File: src/host_port_pkg.sv
// constants for the parallel host port block: register indices,
// field positions and reset values.
// assumes a 32-bit avalon-mm slave, one word per register index.
package host_port_pkg;
    // register indices; byte address is four times the index
    localparam logic [7:0] IDX_DATA_LATCH  = 8'h08; // parallel data
    localparam logic [7:0] IDX_CTRL_PINS   = 8'h09; // control pins
    localparam logic [7:0] IDX_IRQ_FLAGS   = 8'h0c; // irq flags one
    localparam logic [7:0] IDX_DATA_DIR    = 8'h88; // data direction
    localparam logic [7:0] IDX_CTRL_DIR    = 8'h89; // dir and status
    localparam logic [7:0] IDX_IRQ_ENABLES = 8'h8c; // irq enables one
    localparam logic [7:0] IDX_ANALOG_CFG  = 8'h9f; // analog config

    // fields of control_dir_and_host_status
    localparam int BIT_IBF  = 7; // input buffer full
    localparam int BIT_OBF  = 6; // output buffer full
    localparam int BIT_INPUT_BUFFER_OVERFLOW = 5; // input overflow
    localparam int BIT_MODE = 4; // host port mode select
    localparam int BIT_GAP  = 3; // unimplemented
    localparam int DIR_MSB  = 2; // control pin direction bits

    // host port flag and enable position in the irq registers
    localparam int BIT_HOST_IRQ = 7;

    // pins of the control port in host mode
    localparam int PIN_READ   = 0; // read strobe, active low
    localparam int PIN_WRITE  = 1; // write strobe, active low
    localparam int PIN_SELECT = 2; // chip select, active low

    // analog select code that makes all control pins digital
    localparam logic [2:0] ANALOG_ALL_DIGITAL = 3'h7;

    // reset values
    localparam logic [7:0] RST_CTRL_DIR    = 8'h07;
    localparam logic [7:0] RST_DATA_DIR    = 8'hff;
    localparam logic [7:0] RST_IRQ_FLAGS   = 8'h00;
    localparam logic [7:0] RST_IRQ_ENABLES = 8'h00;
    localparam logic [2:0] RST_ANALOG_SEL  = 3'h0;
    localparam logic [7:0] RST_LATCH       = 8'h00;
    localparam logic [2:0] RST_STROBES     = 3'h7; // idle high
endpackage

File: src/host_port.sv
// parallel slave host port with three control pins and an
// avalon-mm register slave.
// assumes all pins arrive asynchronous to clk_in and that an
// outside resolver forms the pad levels from the enables.
module host_port
    import host_port_pkg::*;
(
    input  wire logic        clk_in,
    input  wire logic        reset_in,
    input  wire logic [9:0]  avs_address_in,
    input  wire logic        avs_read_in,
    input  wire logic        avs_write_in,
    input  wire logic [31:0] avs_writedata_in,
    input  wire logic [3:0]  avs_byteenable_in,
    output logic      [31:0] avs_readdata_out,
    output logic             avs_waitrequest_out,
    input  wire logic [7:0]  data_pins_in,
    output logic      [7:0]  data_pins_out,
    output logic      [7:0]  data_pins_oe_out,
    input  wire logic [2:0]  ctrl_pins_in,
    output logic      [2:0]  ctrl_pins_out,
    output logic      [2:0]  ctrl_pins_oe_out,
    output logic             host_port_irq_out
);
    // bus handshake and read data
    logic        wait_q;       // waitrequest flop
    logic        wait_d;
    logic [31:0] rdata_q;      // read data flop
    logic [31:0] rdata_d;

    // pin synchronisers, first stage read only by second
    logic [7:0]  data_meta_q;
    logic [7:0]  data_sync_q;
    logic [2:0]  ctrl_meta_q;
    logic [2:0]  ctrl_sync_q;

    // latches and registers
    logic [7:0]  out_latch_q;  // written by software
    logic [7:0]  in_latch_q;   // filled by external writes
    logic [7:0]  in_latch_d;
    logic [7:0]  hold_q;       // pins seen during a write
    logic [2:0]  ctrl_latch_q; // control port output latch
    logic [7:0]  data_dir_q;   // data direction, 1 = input
    logic [2:0]  ctrl_dir_q;   // control direction, 1 = input
    logic        mode_q;       // host port mode select
    logic        ibf_q;
    logic        ibf_d;
    logic        obf_q;
    logic        obf_d;
    logic        input_buffer_overflow_q;
    logic        input_buffer_overflow_d;
    logic        flag_q;       // host port irq flag
    logic        flag_d;
    logic [6:0]  flags_rest_q; // other irq flag bits
    logic [7:0]  enables_q;    // irq enables one
    logic [2:0]  analog_q;     // analog pin select
    logic        sel_rd_q;     // qualified read seen
    logic        sel_wr_q;     // qualified write seen
    logic [7:0]  data_oe_q;
    logic [7:0]  data_oe_d;
    logic [7:0]  data_o_q;
    logic [2:0]  ctrl_oe_q;
    logic [2:0]  ctrl_o_q;
    logic        irq_q;

    // decode of the bus request
    wire        req      = avs_read_in | avs_write_in;
    wire        acc      = req & ~wait_q;  // access edge
    wire        rd_load  = req & wait_q;   // sample for read
    wire        sw_rd    = acc & avs_read_in;
    wire        sw_wr    = acc & avs_write_in
                         & avs_byteenable_in[0];
    wire [7:0]  idx      = avs_address_in[9:2];
    wire [7:0]  wdata    = avs_writedata_in[7:0];

    // one-word decode used for every register
    function automatic logic hit(input logic [7:0] a,
                                 input logic [7:0] b);
        hit = (a == b);
    endfunction

    wire wr_data    = sw_wr & hit(idx, IDX_DATA_LATCH);
    wire wr_ctrl    = sw_wr & hit(idx, IDX_CTRL_PINS);
    wire wr_flags   = sw_wr & hit(idx, IDX_IRQ_FLAGS);
    wire wr_ddir    = sw_wr & hit(idx, IDX_DATA_DIR);
    wire wr_cdir    = sw_wr & hit(idx, IDX_CTRL_DIR);
    wire wr_enables = sw_wr & hit(idx, IDX_IRQ_ENABLES);
    wire wr_analog  = sw_wr & hit(idx, IDX_ANALOG_CFG);
    wire rd_data    = sw_rd & hit(idx, IDX_DATA_LATCH);

    // strobes after synchronisation, active low
    wire rd_n  = ctrl_sync_q[PIN_READ];
    wire wr_n  = ctrl_sync_q[PIN_WRITE];
    wire cs_n  = ctrl_sync_q[PIN_SELECT];

    // select gates both strobes; mode gates the pins
    wire sel_rd = mode_q & ~cs_n & ~rd_n;
    wire sel_wr = mode_q & ~cs_n & ~wr_n;

    // transfer completes when a qualified strobe ends
    wire rd_done = sel_rd_q & ~sel_rd;
    wire wr_done = sel_wr_q & ~sel_wr;

    // pins selected as analog; reset select keeps all analog
    wire analog_pins = (analog_q != ANALOG_ALL_DIGITAL);

    // control pin readback, analog pins read as zero
    wire [2:0] ctrl_view = analog_pins ? 3'h0 : ctrl_sync_q;

    // data readback: input latch in host mode, pins otherwise
    wire [7:0] data_view = mode_q ? in_latch_q
                                  : data_sync_q;

    // status word with the gap bit tied low
    wire [7:0] status_view = {ibf_q, obf_q, input_buffer_overflow_q, mode_q,
                              1'b0, ctrl_dir_q};

    // read multiplexer; unmapped words read as zero
    always_comb begin
        rdata_d = 32'h0;
        case (idx)
            IDX_DATA_LATCH:  rdata_d[7:0] = data_view;
            IDX_CTRL_PINS:   rdata_d[2:0] = ctrl_view;
            IDX_IRQ_FLAGS:   rdata_d[7:0] = {flag_q, flags_rest_q};
            IDX_DATA_DIR:    rdata_d[7:0] = data_dir_q;
            IDX_CTRL_DIR:    rdata_d[7:0] = status_view;
            IDX_IRQ_ENABLES: rdata_d[7:0] = enables_q;
            IDX_ANALOG_CFG:  rdata_d[2:0] = analog_q;
            default:         rdata_d = 32'h0;
        endcase
    end

    // one wait cycle per access, then release
    assign wait_d = ~(req & wait_q);

    // bus handshake; read data sampled in the first cycle
    always_ff @(posedge clk_in) begin
        if (reset_in) begin
            wait_q  <= 1'b1;
            rdata_q <= 32'h0;
        end else begin
            wait_q <= wait_d;
            if (rd_load) begin
                rdata_q <= rdata_d;
            end
        end
    end

    // two flops on every pin before any logic looks at it
    always_ff @(posedge clk_in) begin
        if (reset_in) begin
            data_meta_q <= RST_LATCH;
            data_sync_q <= RST_LATCH;
            ctrl_meta_q <= RST_STROBES;
            ctrl_sync_q <= RST_STROBES;
        end else begin
            data_meta_q <= data_pins_in;
            data_sync_q <= data_meta_q;
            ctrl_meta_q <= ctrl_pins_in;
            ctrl_sync_q <= ctrl_meta_q;
        end
    end

    // input latch only accepts when the last word was taken
    assign in_latch_d = (wr_done & ~ibf_q) ? hold_q
                                           : in_latch_q;

    // full flags: software set of output full wins over the read clear
    assign ibf_d = mode_q & ((wr_done & ~ibf_q)
                 | (ibf_q & ~rd_data));
    assign obf_d = mode_q & (wr_data
                 | (obf_q & ~rd_done));

    // overflow has no mode gate; every wr_cdir, mode change included, loads it from bit five, but an overflow set in the same cycle wins
    assign input_buffer_overflow_d = (wr_done & ibf_q)
                  | (wr_cdir ? wdata[BIT_INPUT_BUFFER_OVERFLOW] : input_buffer_overflow_q);

    // irq flag set by any finished transfer, set wins
    assign flag_d = rd_done | wr_done
                  | (wr_flags ? wdata[BIT_HOST_IRQ] : flag_q);

    // transfer tracking and the buffer flags
    always_ff @(posedge clk_in) begin
        if (reset_in) begin
            sel_rd_q   <= 1'b0;
            sel_wr_q   <= 1'b0;
            hold_q     <= RST_LATCH;
            in_latch_q <= RST_LATCH;
            ibf_q      <= 1'b0;
            obf_q      <= 1'b0;
            input_buffer_overflow_q     <= 1'b0;
            flag_q     <= 1'b0;
        end else begin
            sel_rd_q   <= sel_rd;
            sel_wr_q   <= sel_wr;
            // keep the last pin value seen while writing
            // data and strobes share one sync depth, so the word lines up
            if (sel_wr) begin
                hold_q <= data_sync_q;
            end
            in_latch_q <= in_latch_d;
            ibf_q      <= ibf_d;
            obf_q      <= obf_d;
            input_buffer_overflow_q     <= input_buffer_overflow_d;
            flag_q     <= flag_d;
        end
    end

    // software registers; writes land at the access edge
    always_ff @(posedge clk_in) begin
        if (reset_in) begin
            out_latch_q  <= RST_LATCH;
            ctrl_latch_q <= 3'h0;
            data_dir_q   <= RST_DATA_DIR;
            ctrl_dir_q   <= RST_CTRL_DIR[DIR_MSB:0];
            mode_q       <= RST_CTRL_DIR[BIT_MODE];
            flags_rest_q <= RST_IRQ_FLAGS[6:0];
            enables_q    <= RST_IRQ_ENABLES;
            analog_q     <= RST_ANALOG_SEL;
        end else begin
            if (wr_data) begin
                out_latch_q <= wdata;
            end
            if (wr_ctrl) begin
                ctrl_latch_q <= wdata[2:0];
            end
            if (wr_ddir) begin
                data_dir_q <= wdata;
            end
            // status bits seven and six are read only
            if (wr_cdir) begin
                ctrl_dir_q <= wdata[DIR_MSB:0];
                mode_q     <= wdata[BIT_MODE];
            end
            if (wr_flags) begin
                flags_rest_q <= wdata[6:0];
            end
            if (wr_enables) begin
                enables_q <= wdata;
            end
            if (wr_analog) begin
                analog_q <= wdata[2:0];
            end
        end
    end

    // data pins: strobes steer them in host mode
    assign data_oe_d = mode_q ? {8{sel_rd}}
                              : ~data_dir_q;

    // pin drivers and the masked interrupt
    always_ff @(posedge clk_in) begin
        if (reset_in) begin
            data_oe_q <= 8'h00;
            data_o_q  <= RST_LATCH;
            ctrl_oe_q <= 3'h0;
            ctrl_o_q  <= 3'h0;
            irq_q     <= 1'b0;
        end else begin
            data_oe_q <= data_oe_d;
            data_o_q  <= out_latch_q;
            // direction holds even for analog pins
            ctrl_oe_q <= ~ctrl_dir_q;
            ctrl_o_q  <= ctrl_latch_q;
            irq_q     <= flag_q & enables_q[BIT_HOST_IRQ];
        end
    end

    assign avs_readdata_out    = rdata_q;
    assign avs_waitrequest_out = wait_q;
    assign data_pins_out       = data_o_q;
    assign data_pins_oe_out    = data_oe_q;
    assign ctrl_pins_out       = ctrl_o_q;
    assign ctrl_pins_oe_out    = ctrl_oe_q;
    assign host_port_irq_out   = irq_q;
endmodule

File: config.mk
export PLATFORM = sky130hd
export DESIGN_NAME = host_port
export DESIGN_NICKNAME = d
export VERILOG_FILES = /design/src/host_port_pkg.sv /design/src/host_port.sv
export SDC_FILE = /design/constraint.sdc
export NUM_CORES = 1
export LEC_CHECK = 0
export ABC_CLOCK_PERIOD_IN_PS = 5310
export BUFFER_PORTS_ARGS = -buffer_cell sky130_fd_sc_hd__buf_4
export CAP_MARGIN = 30
export CORE_ASPECT_RATIO = 0.5
export CORE_MARGIN = 3
export CORE_UTILIZATION = 50
export CTS_CLUSTER_SIZE = 10
export DETAILED_ROUTE_END_ITERATION = 6
export PLACE_DENSITY_LB_ADDON = 0.25
export SLEW_MARGIN = 30
export SYNTH_ARGS = -nofsm -noshare
export SYNTH_HDL_FRONTEND = slang
export SYNTH_SLANG_ARGS = --single-unit
File: constraint.sdc
create_clock -name clk_in -period 5.31 [get_ports clk_in]
set_input_delay 1.062 -clock clk_in [delete_from_list [all_inputs] [get_ports clk_in]]
set_output_delay 1.062 -clock clk_in [all_outputs]
set_load 0.02 [all_outputs]
Word-level counts from Yosys, hierarchy flattened
Index checks and enable logic that the tools add are counted.
{"block": "op_classes", "eq_ne": 8, "n_mux": 7, "bitwise_logic": 43}
{"op": "== test 8 bit, second input constant", "n": 4}
{"op": "AND 1 bit", "n": 25}
{"op": "case mux 5 bit (5 select lines)", "n": 1}
{"op": "== test 8 x 4 -> 1 bit, second input constant", "n": 3}
{"op": "case mux 3 bit (7 select lines)", "n": 1}
{"op": "2-to-1 mux 8 bit", "n": 2}
{"op": "inverter 1 bit", "n": 10}
{"op": "inverter 8 bit", "n": 1}
{"op": "bitwise OR 1 bit", "n": 6}
{"op": "2-to-1 mux 3 bit", "n": 1}
{"op": "inequality test 3 bit, second input constant", "n": 1}
{"op": "inverter 3 bit", "n": 1}
{"op": "2-to-1 mux 1 bit", "n": 2}
{"block": "totals", "ff_bits": 117, "out_inout_bits": 56, "word_cells": 85}

Longest topological paths before layout
Gate-level depths: netlist of the first run.
{"block": "logic_depth", "word_depth": 9, "ltp_mapped": 6}

Worst setup path before layout of the first run
No wires, ideal clock.
{"block": "synth_path", "kind": "input to register", "from": "in avs_address_in[2]", "to": "reg data_dir_q[0]", "setup_time_ps": 120, "arrival_time_ps": 2380, "slack_ps": 2810, "path_stages": 5, "cell_sequence": "clkbuf_1 > nor4b_2 > nand3_1 > buf_2 > a211o_1"}
{"block": "synth_between", "elab_chain_cells": 2}
{"item": "start, declared", "line_no": "host_port.sv:10", "source": "input wire logic [9:0] avs_address_in,"}
{"item": "== test 8 bit", "line_no": "host_port.sv:79", "source": "hit = (a == b);"}
{"item": "AND 1 bit", "line_no": "host_port.sv:85", "source": "wire wr_ddir = sw_wr & hit(idx, IDX_DATA_DIR);"}
{"item": "end signal, assigned", "line_no": "host_port.sv:228", "source": "data_dir_q <= wdata;"}
{"item": "end, declared", "line_no": "host_port.sv:43", "source": "logic [7:0] data_dir_q;"}
Every way passes these cells.
A chain may end at the register's enable or synchronous reset.

Worst setup path in the final report of the first run
{"block": "layout_path", "from": "in avs_address_in[7]", "to": "reg out_latch_q[2]"}
{"block": "layout_between", "elab_chain_cells": 2}
{"item": "== test 8 x 4 -> 1 bit", "line_no": "host_port.sv:79"}
{"item": "AND 1 bit", "line_no": "host_port.sv:82", "source": "wire wr_data = sw_wr & hit(idx, IDX_DATA_LATCH);"}
{"item": "end signal, assigned", "line_no": "host_port.sv:222", "source": "out_latch_q <= wdata;"}
{"item": "end, declared", "line_no": "host_port.sv:38", "source": "logic [7:0] out_latch_q;"}
Every way passes these cells.

==> results of run 1 <==
-- state kept, by name, summed over array words and instances (netlist names), 8 cells and up --
| name | count |
|---|---|
| data_sync_q | 8 |
| data_pins_oe_out | 8 |
| data_dir_q | 8 |
| out_latch_q | 8 |
| data_meta_q | 8 |
| avs_readdata_out | 8 |
| in_latch_q | 8 |
| hold_q | 8 |
| data_pins_out | 8 |
| enables_q | 8 |
-- worst max-delay path: cells and delay by family --
family	cells	cell delay [ns]
and+or+nand+nor	3	1.59
muxes	1	0.29
buffers and inverters	1	0.14
-- metal layers --
metal,vias to the layer above,track usage,wire length [microns]
li1,1693,-,-
met1,1652,0.285,5020
met2,148,0.308,4620
met3,22,0.0709,861
met4,0,0.0851,193
met5,-,0,0
-- power breakdown --
part	internal [mW]	total [mW]	switching (mW)
clock network	0.777	1.18	0.402
registers	0.889	0.896	0.00624
logic	0.0367	0.106	0.0691
-- logic make-up after synthesis --
group / count (synthesis) / share of synthesized area
buffers and inverters: 62 / 0.0725
and+or+nand+nor: 169 / 0.195
AOI/OAI and AO/OA: 67 / 0.103
DFF: 117 / 0.508
other: 1 / 0.000814
muxes: 54 / 0.121
-- worst max-delay path by stage --
| stage | start | to | cells past startpoint |
|---|---|---|---|
| 2_1_floorplan | avs_address_in[2] | data_dir_q[0] | 5 |
| 3_3_place_gp | avs_address_in[7] | out_latch_q[1] | 5 |
| 3_5_place_dp | avs_address_in[7] | out_latch_q[7] | 5 |
| 4_1_cts | avs_address_in[7] | out_latch_q[2] | 5 |
| 5_1_grt | avs_address_in[7] | out_latch_q[2] | 5 |
| 6_report | avs_address_in[7] | out_latch_q[2] | 5 |
-- layout by cell type, fill, tap and decap left out, types with 2 or more instances in the layout --
cell	synthesis	layout
a2111oi_0	2	2
a211o_1	11	11
a211oi_1	3	3
a21oi_1	12	12
a22oi_1	3	3
a311oi_1	2	2
a31oi_1	2	2
a32oi_1	6	6
and3_1	4	4
buf_4	25	67
bufinv_16	0	4
clkbuf_16	0	17
clkinv_2	0	5
clkinvlp_4	0	3
conb_1	1	24
dfxtp_1	117	117
inv_1	11	11
mux2_2	3	3
mux2i_1	50	50
nand2_1	28	28
nand2b_1	2	2
nand3_1	8	8
nand3b_1	4	4
nand4bb_1	2	2
nor2_1	64	64
nor2b_1	27	27
nor3_1	3	3
nor3b_1	2	2
nor4b_2	2	2
o21ai_0	14	14
o2bb2ai_1	4	4
or2_2	7	7
or3_1	3	3
or3b_2	3	3
-- stage by stage --
stage	hold slack (ns)	instance area (sq um)	power, mW	cells
4_1_cts	0.411	5660	2.19	657
5_1_grt	0.425	5660	2.24	657
2_1_floorplan	0.389	4690	0.987	493
3_5_place_dp	0.394	5050	1.02	626
3_3_place_gp	0.393	5050	1.02	626
6_report	0.408	5660	2.18	657
-- final cells by class --
cell class | instances | share of cell area
clock buffers | 17 | 0.0751
clock inverters | 14 | 0.0327
inverters | 11 | 0.00729
well taps | 117 | 0.0259
flip-flops and latches | 117 | 0.414
repair buffers | 67 | 0.0888
multi-input cells | 314 | 0.356
-- cell usage after synthesis (4+ instances only) --
cell / number / area, sq um
mux2i_1: 50 / 500
nand2_1: 28 / 105
a21oi_1: 12 / 60.1
or2_2: 7 / 43.8
a211o_1: 11 / 96.3
a32oi_1: 6 / 52.6
clkbuf_1: 15 / 56.3
buf_1: 5 / 18.8
buf_4: 25 / 188
o21ai_0: 14 / 70.1
dfxtp_1: 117 / 2340
nand3_1: 8 / 40.0
nor2b_1: 27 / 169
nor2_1: 64 / 240
inv_1: 11 / 41.3
and3_1: 4 / 25.0
nand3b_1: 4 / 30.0
o2bb2ai_1: 4 / 35.0
buf_2: 6 / 30.0
==> summary.md, run 1 <==
| Metric | Value |
|---|---|
| Status | `finished clean` |
| Ant. Diodes | `0` |
| Mapped Cells | `470` |
| Final min period | `2.82 ns` |
| Synth Warn # | `0` |
| Leakage | `2.29 nW` |
| Clk_skew | `0.00858 ns` |
| First-pass DRT Iterations | `5` |
| DRC Markers | `0` |
| H-tree Lvls | `4` |
| # hold bufs at CTS | `0` |
| Slew HR | `0.357` |
| Sequential element share of the synthesized area | `0.508` |
| Post CTS Setup Buffer Count | `0` |
| Post-synth ARST share | `0` |
| CTS max path bufs | `2` |
| Peak per-stage delay on the critical path | `0.84 ns` |
| Crit path max-delay cell type | `nor4_2` |
| Cell Rows | `24` |
| Clk root buf | `clkbuf_16` |
| Initial antenna violation count | `0` |
| Yosys reg bits | `117` |
| Final nets | `589` |
| Drt total wl | `10700 microns` |
| WHS Endpoint | `ctrl_sync_q[0]` |
| Hold path startpoint | `ctrl_meta_q[0]` |
| Endpoints failing hold | `0` |
| Unrepaired setup endpoints after global routing | `false` |
| Setup crit start kind | `input pin` |
| CTS Buf Count | `17` |
| Chip Height | `73.9 microns` |
| Syn avg cell area | `9.80 sq um` |
| Final slew viol count | `0` |
| Die area | `0.0105 sq mm` |
| Worst reg-to-reg setup slack | `3.28 ns` |
| Pre-CTS setup slack | `2.16 ns` |
| Reg area | `0.00234 sq mm` |
| DP HPWL | `7100 microns` |
| Peak Freq | `354 MHz` |
| Critical path cell sequence | `buf_4 > nor4_2 > and3_1 > mux2i_1 > nor2_1` |
| Crit path DAT | `3.09 ns` |
| Worst-margin pin slew | `0.957 ns` |
| Io pins | `117` |
| Core Region | `0.00883 sq mm` |
| Final setup fails | `0` |
| Worst setup margin | `2.49 ns` |
| Clock latency on the worst-skew pair | `0.42 ns` |
| Fin crit share | `0.532` |
| Vias in the first global route | `3181` |
| Fill cells | `736` |
| CTS-repair resized insts | `0` |
| Hold path depth | `1` |
| Effective utilization at floorplan | `0.522` |
| CTS clock-pin slew for the worst setup and hold paths | `0.05 ns` |
| Number of synthesized flops with an enable pin | `0` |
| CTS tree | `built` |
| Clock Sinks | `117` |
| Critical R2R Capture | `in_latch_q[3]` |
| Final core occ | `0.641` |
| Power Density | `385 mW/mm^2` |
| Worst r2r src | `mode_q` |
| Port Buffers | `63` |
| Worst hold path class | `flip-flop to flip-flop` |
| Ys flop type | `dfxtp_1` |
| Chip Width | `142 microns` |
| Max Cap Violations | `0` |
| Vias | `3515` |
| Largest net degree at the start of global routing | `68` |
| Footprint of the multi-input gates | `0.00202 sq mm` |
| Syn-to-layout area delta | `22.9%` |
| DRT antenna net count | `0` |
| Crit Path Max Fanout | `10` |
| GPL Wtd Cong | `0.946` |
| Synth unique cells | `52` |
| Maximum vdd drop | `272 uV` |
| Setup_tns | `0 ns` |
| Critical Path Sink Type | `flip-flop` |
| Drt initial violations | `314` |
| Routed len/inst | `16.3 microns` |
| Reg2Reg Depth | `5` |
| Layout cells sized above 1 | `0.222` |
| Mapped Area | `0.00461 sq mm` |
| Worst Path Class, Setup | `input pin to flip-flop` |
| Via-to-Cell Ratio | `5.35` |
| WP data required | `5.58 ns` |
| Total global routing overflow | `0` |
| Global Route Usage Sum | `0.210` |
| First-pass GRT wire length | `16500 microns` |
No activity file was read; power rests on OpenSTA's default activity.
==> run 2, diff against run 1 <==
- ABC_CLOCK_PERIOD_IN_PS: 5310 -> 2300
- CORE_UTILIZATION: 50 -> 47
- clock period: 5.31 -> 2.3 ns (I/O delays scaled with it)
==> summary.md, run 2 (synthesis gave the netlist of run 1 again) <==
| Metric | Value |
|---|---|
| Post CTS Setup Buffer Count | `0 (unchanged)` |
| Drt initial violations | `256 (-18%)` |
| Final slew viol count | `0 (unchanged)` |
| Max Cap Violations | `0 (unchanged)` |
| Worst Setup SP | `in_latch_q[4]` |
| Power Density | `897 mW/mm^2 (+130%)` |
| Critical path cell sequence | `or3b_2 > a2111oi_0 > o21ai_0 > a211oi_1` |
| Most common cell after layout, fill and taps aside | `dfxtp_1` |
| Clock Sinks | `117 (unchanged)` |
| CTS-repair resized insts | `0 (unchanged)` |
| Fin crit share | `0.733` |
| First-pass GRT wire length | `17400 microns (+5.9%)` |
| Status | `finished with violations` |
| Maximum vdd drop | `557 uV (+100%)` |
| Critical Path Sink Type | `flip-flop` |
| CTS clock-pin slew for the worst setup and hold paths | `0.05 ns (about the same)` |
| Unrepaired setup endpoints after global routing | `false` |
| Ant. Diodes | `0 (unchanged)` |
| Port Buffers | `63 (unchanged)` |
| Final nets | `598 (+1.5%)` |
| Die area | `0.0111 sq mm (+6.0%)` |
| Largest net degree at the start of global routing | `78 (+15%)` |
| Peak Freq | `593 MHz` |
| Leakage | `2.37 nW (+3.3%)` |
| Vias in the first global route | `3392 (+6.6%)` |
| Crit path DAT | `2.01 ns (-1.08 ns)` |
| Cell Rows | `24 (unchanged)` |
| Initial antenna violation count | `0 (unchanged)` |
| Dpl cells | `648 (+3.5%)` |
| CTS Buf Count | `17 (unchanged)` |
| Syn-to-layout area delta | `25.9%` |
| Worst Path Class, Setup | `flip-flop to flip-flop` |
| Setup crit start kind | `flip-flop` |
| Worst setup endpoint | `avs_readdata_out[4]` |
| Final setup fails | `0 (unchanged)` |
| GPL Wtd Cong | `0.871 (-7.9%)` |
| Crit path depth | `4 (-1)` |
| Chip Height | `76.0 microns (+2.9%)` |
| Crit path max-delay cell type | `or3b_2` |
| Crit Path Max Fanout | `2 (-8)` |
| Setup_tns | `0 ns (unchanged)` |
| DRC Markers | `3 (+3)` |
| Final min period | `1.69 ns` |
| DP HPWL | `7530 microns (+6.0%)` |
| Drt total wl | `10900 microns (+2.1%)` |
| Vias | `3567 (+1.5%)` |
| First-pass DRT Iterations | `7 (+2)` |
| Worst-margin pin slew | `0.501 ns (-0.456 ns)` |
| WP data required | `2.62 ns (-2.96 ns)` |
| Slew HR | `0.657 (+0.301)` |
| # hold bufs at CTS | `0 (unchanged)` |
| Finished Layout Cells | `680 (+3.5%)` |
| WHS | `0.233 ns (-0.174 ns)` |
| Violated checks | `DRC` |
| CTS tree | `built` |
| Worst hold path class | `input pin to flip-flop` |
| Core Region | `0.00910 sq mm (+3.1%)` |
| DRT antenna net count | `0 (unchanged)` |
| Reg2Reg Depth | `4 (-1)` |
| Endpoints failing hold | `0 (unchanged)` |
| CP Buf/Inv Count | `0 (-1)` |
| Routed len/inst | `16.1 microns (-1.3%)` |
| Io pins | `117 (unchanged)` |
| Worst r2r src | `in_latch_q[4]` |
| Worst reg-to-reg setup slack | `0.61 ns (-2.67 ns)` |
| Clk root buf | `clkbuf_16` |
| Clk_skew | `0.00461 ns (-0.00397 ns)` |
| Effective utilization at floorplan | `0.506 (-0.0155)` |
| Highest-count cells in the layout ignoring fill and taps | `dfxtp_1, buf_4, nor2_1, mux2i_1, nand2_1` |
| Peak per-stage delay on the critical path | `0.45 ns (-0.39 ns)` |
| Chip Width | `146 microns (+3.0%)` |
| H-tree Lvls | `4 (unchanged)` |
| Via-to-Cell Ratio | `5.25 (-2.0%)` |
| Layout cells sized above 1 | `0.236 (+0.0141)` |
| Total global routing overflow | `0 (unchanged)` |
| CTS max path bufs | `2 (unchanged)` |
| Critical R2R Capture | `avs_readdata_out[4]` |
| Clock latency on the worst-skew pair | `0.41 ns (about the same)` |
| Cell family with most CP delay | `compound AO/OA/AOI/OAI gates` |
| Global Route Usage Sum | `0.200 (-0.0102)` |
[run 2: changes by cell type in the layout (fill, tap and decap cells not counted)]
cell / delta
clkinv_4: +4
inv_6: +1
clkinv_2: -3
clkinvlp_4: -2
bufinv_16: +1
buf_4: +8
buf_12: +1
[run 2: report_power, final]
part	switching (mW)	internal [mW]	total, mW
registers	0.0137	2.05	2.07
logic	0.159	0.0890	0.248
clock network	0.961	1.93	2.89
[run 2: per-stage QoR]
stage	area, sq um	setup WS (ns)	total power [mW]	utilization
2_1_floorplan	4690	0.402	2.28	-
3_3_place_gp	5150	0.305	2.35	0.566
3_5_place_dp	5150	0.277	2.35	0.566
4_1_cts	5800	0.621	5.22	0.638
5_1_grt	5800	0.570	5.36	0.638
6_report	5800	0.614	5.21	0.638
[run 2: routing by layer]
layer	vias up	wire length, microns	track usage
li1	1709	-	-
met5	-	0	0
met1	1709	5140	0.272
met2	136	4840	0.307
met3	13	791	0.0475
met4	0	146	0.0797
[run 2: worst min-delay path by stage]
stage	startpoint	end	cells after the start	slack, ns
CTS	ctrl_pins_in[0]	ctrl_meta_q[0]	2	0.23
global placement	ctrl_meta_q[0]	ctrl_sync_q[0]	1	0.39
detailed placement	ctrl_meta_q[0]	ctrl_sync_q[0]	1	0.40
floorplan	ctrl_meta_q[0]	ctrl_sync_q[0]	1	0.39
global route	ctrl_pins_in[0]	ctrl_meta_q[0]	2	0.23
finish	ctrl_pins_in[0]	ctrl_meta_q[0]	2	0.23
[run 2: area by class of cell]
type,count,area (sq um)
clock inverter,15,229
fill,742,3300
tap,130,163
clock buffer,17,425
multi-input combinational,314,2020
inverter,11,41.3
sequential,117,2340
timing repair buffer,76,583
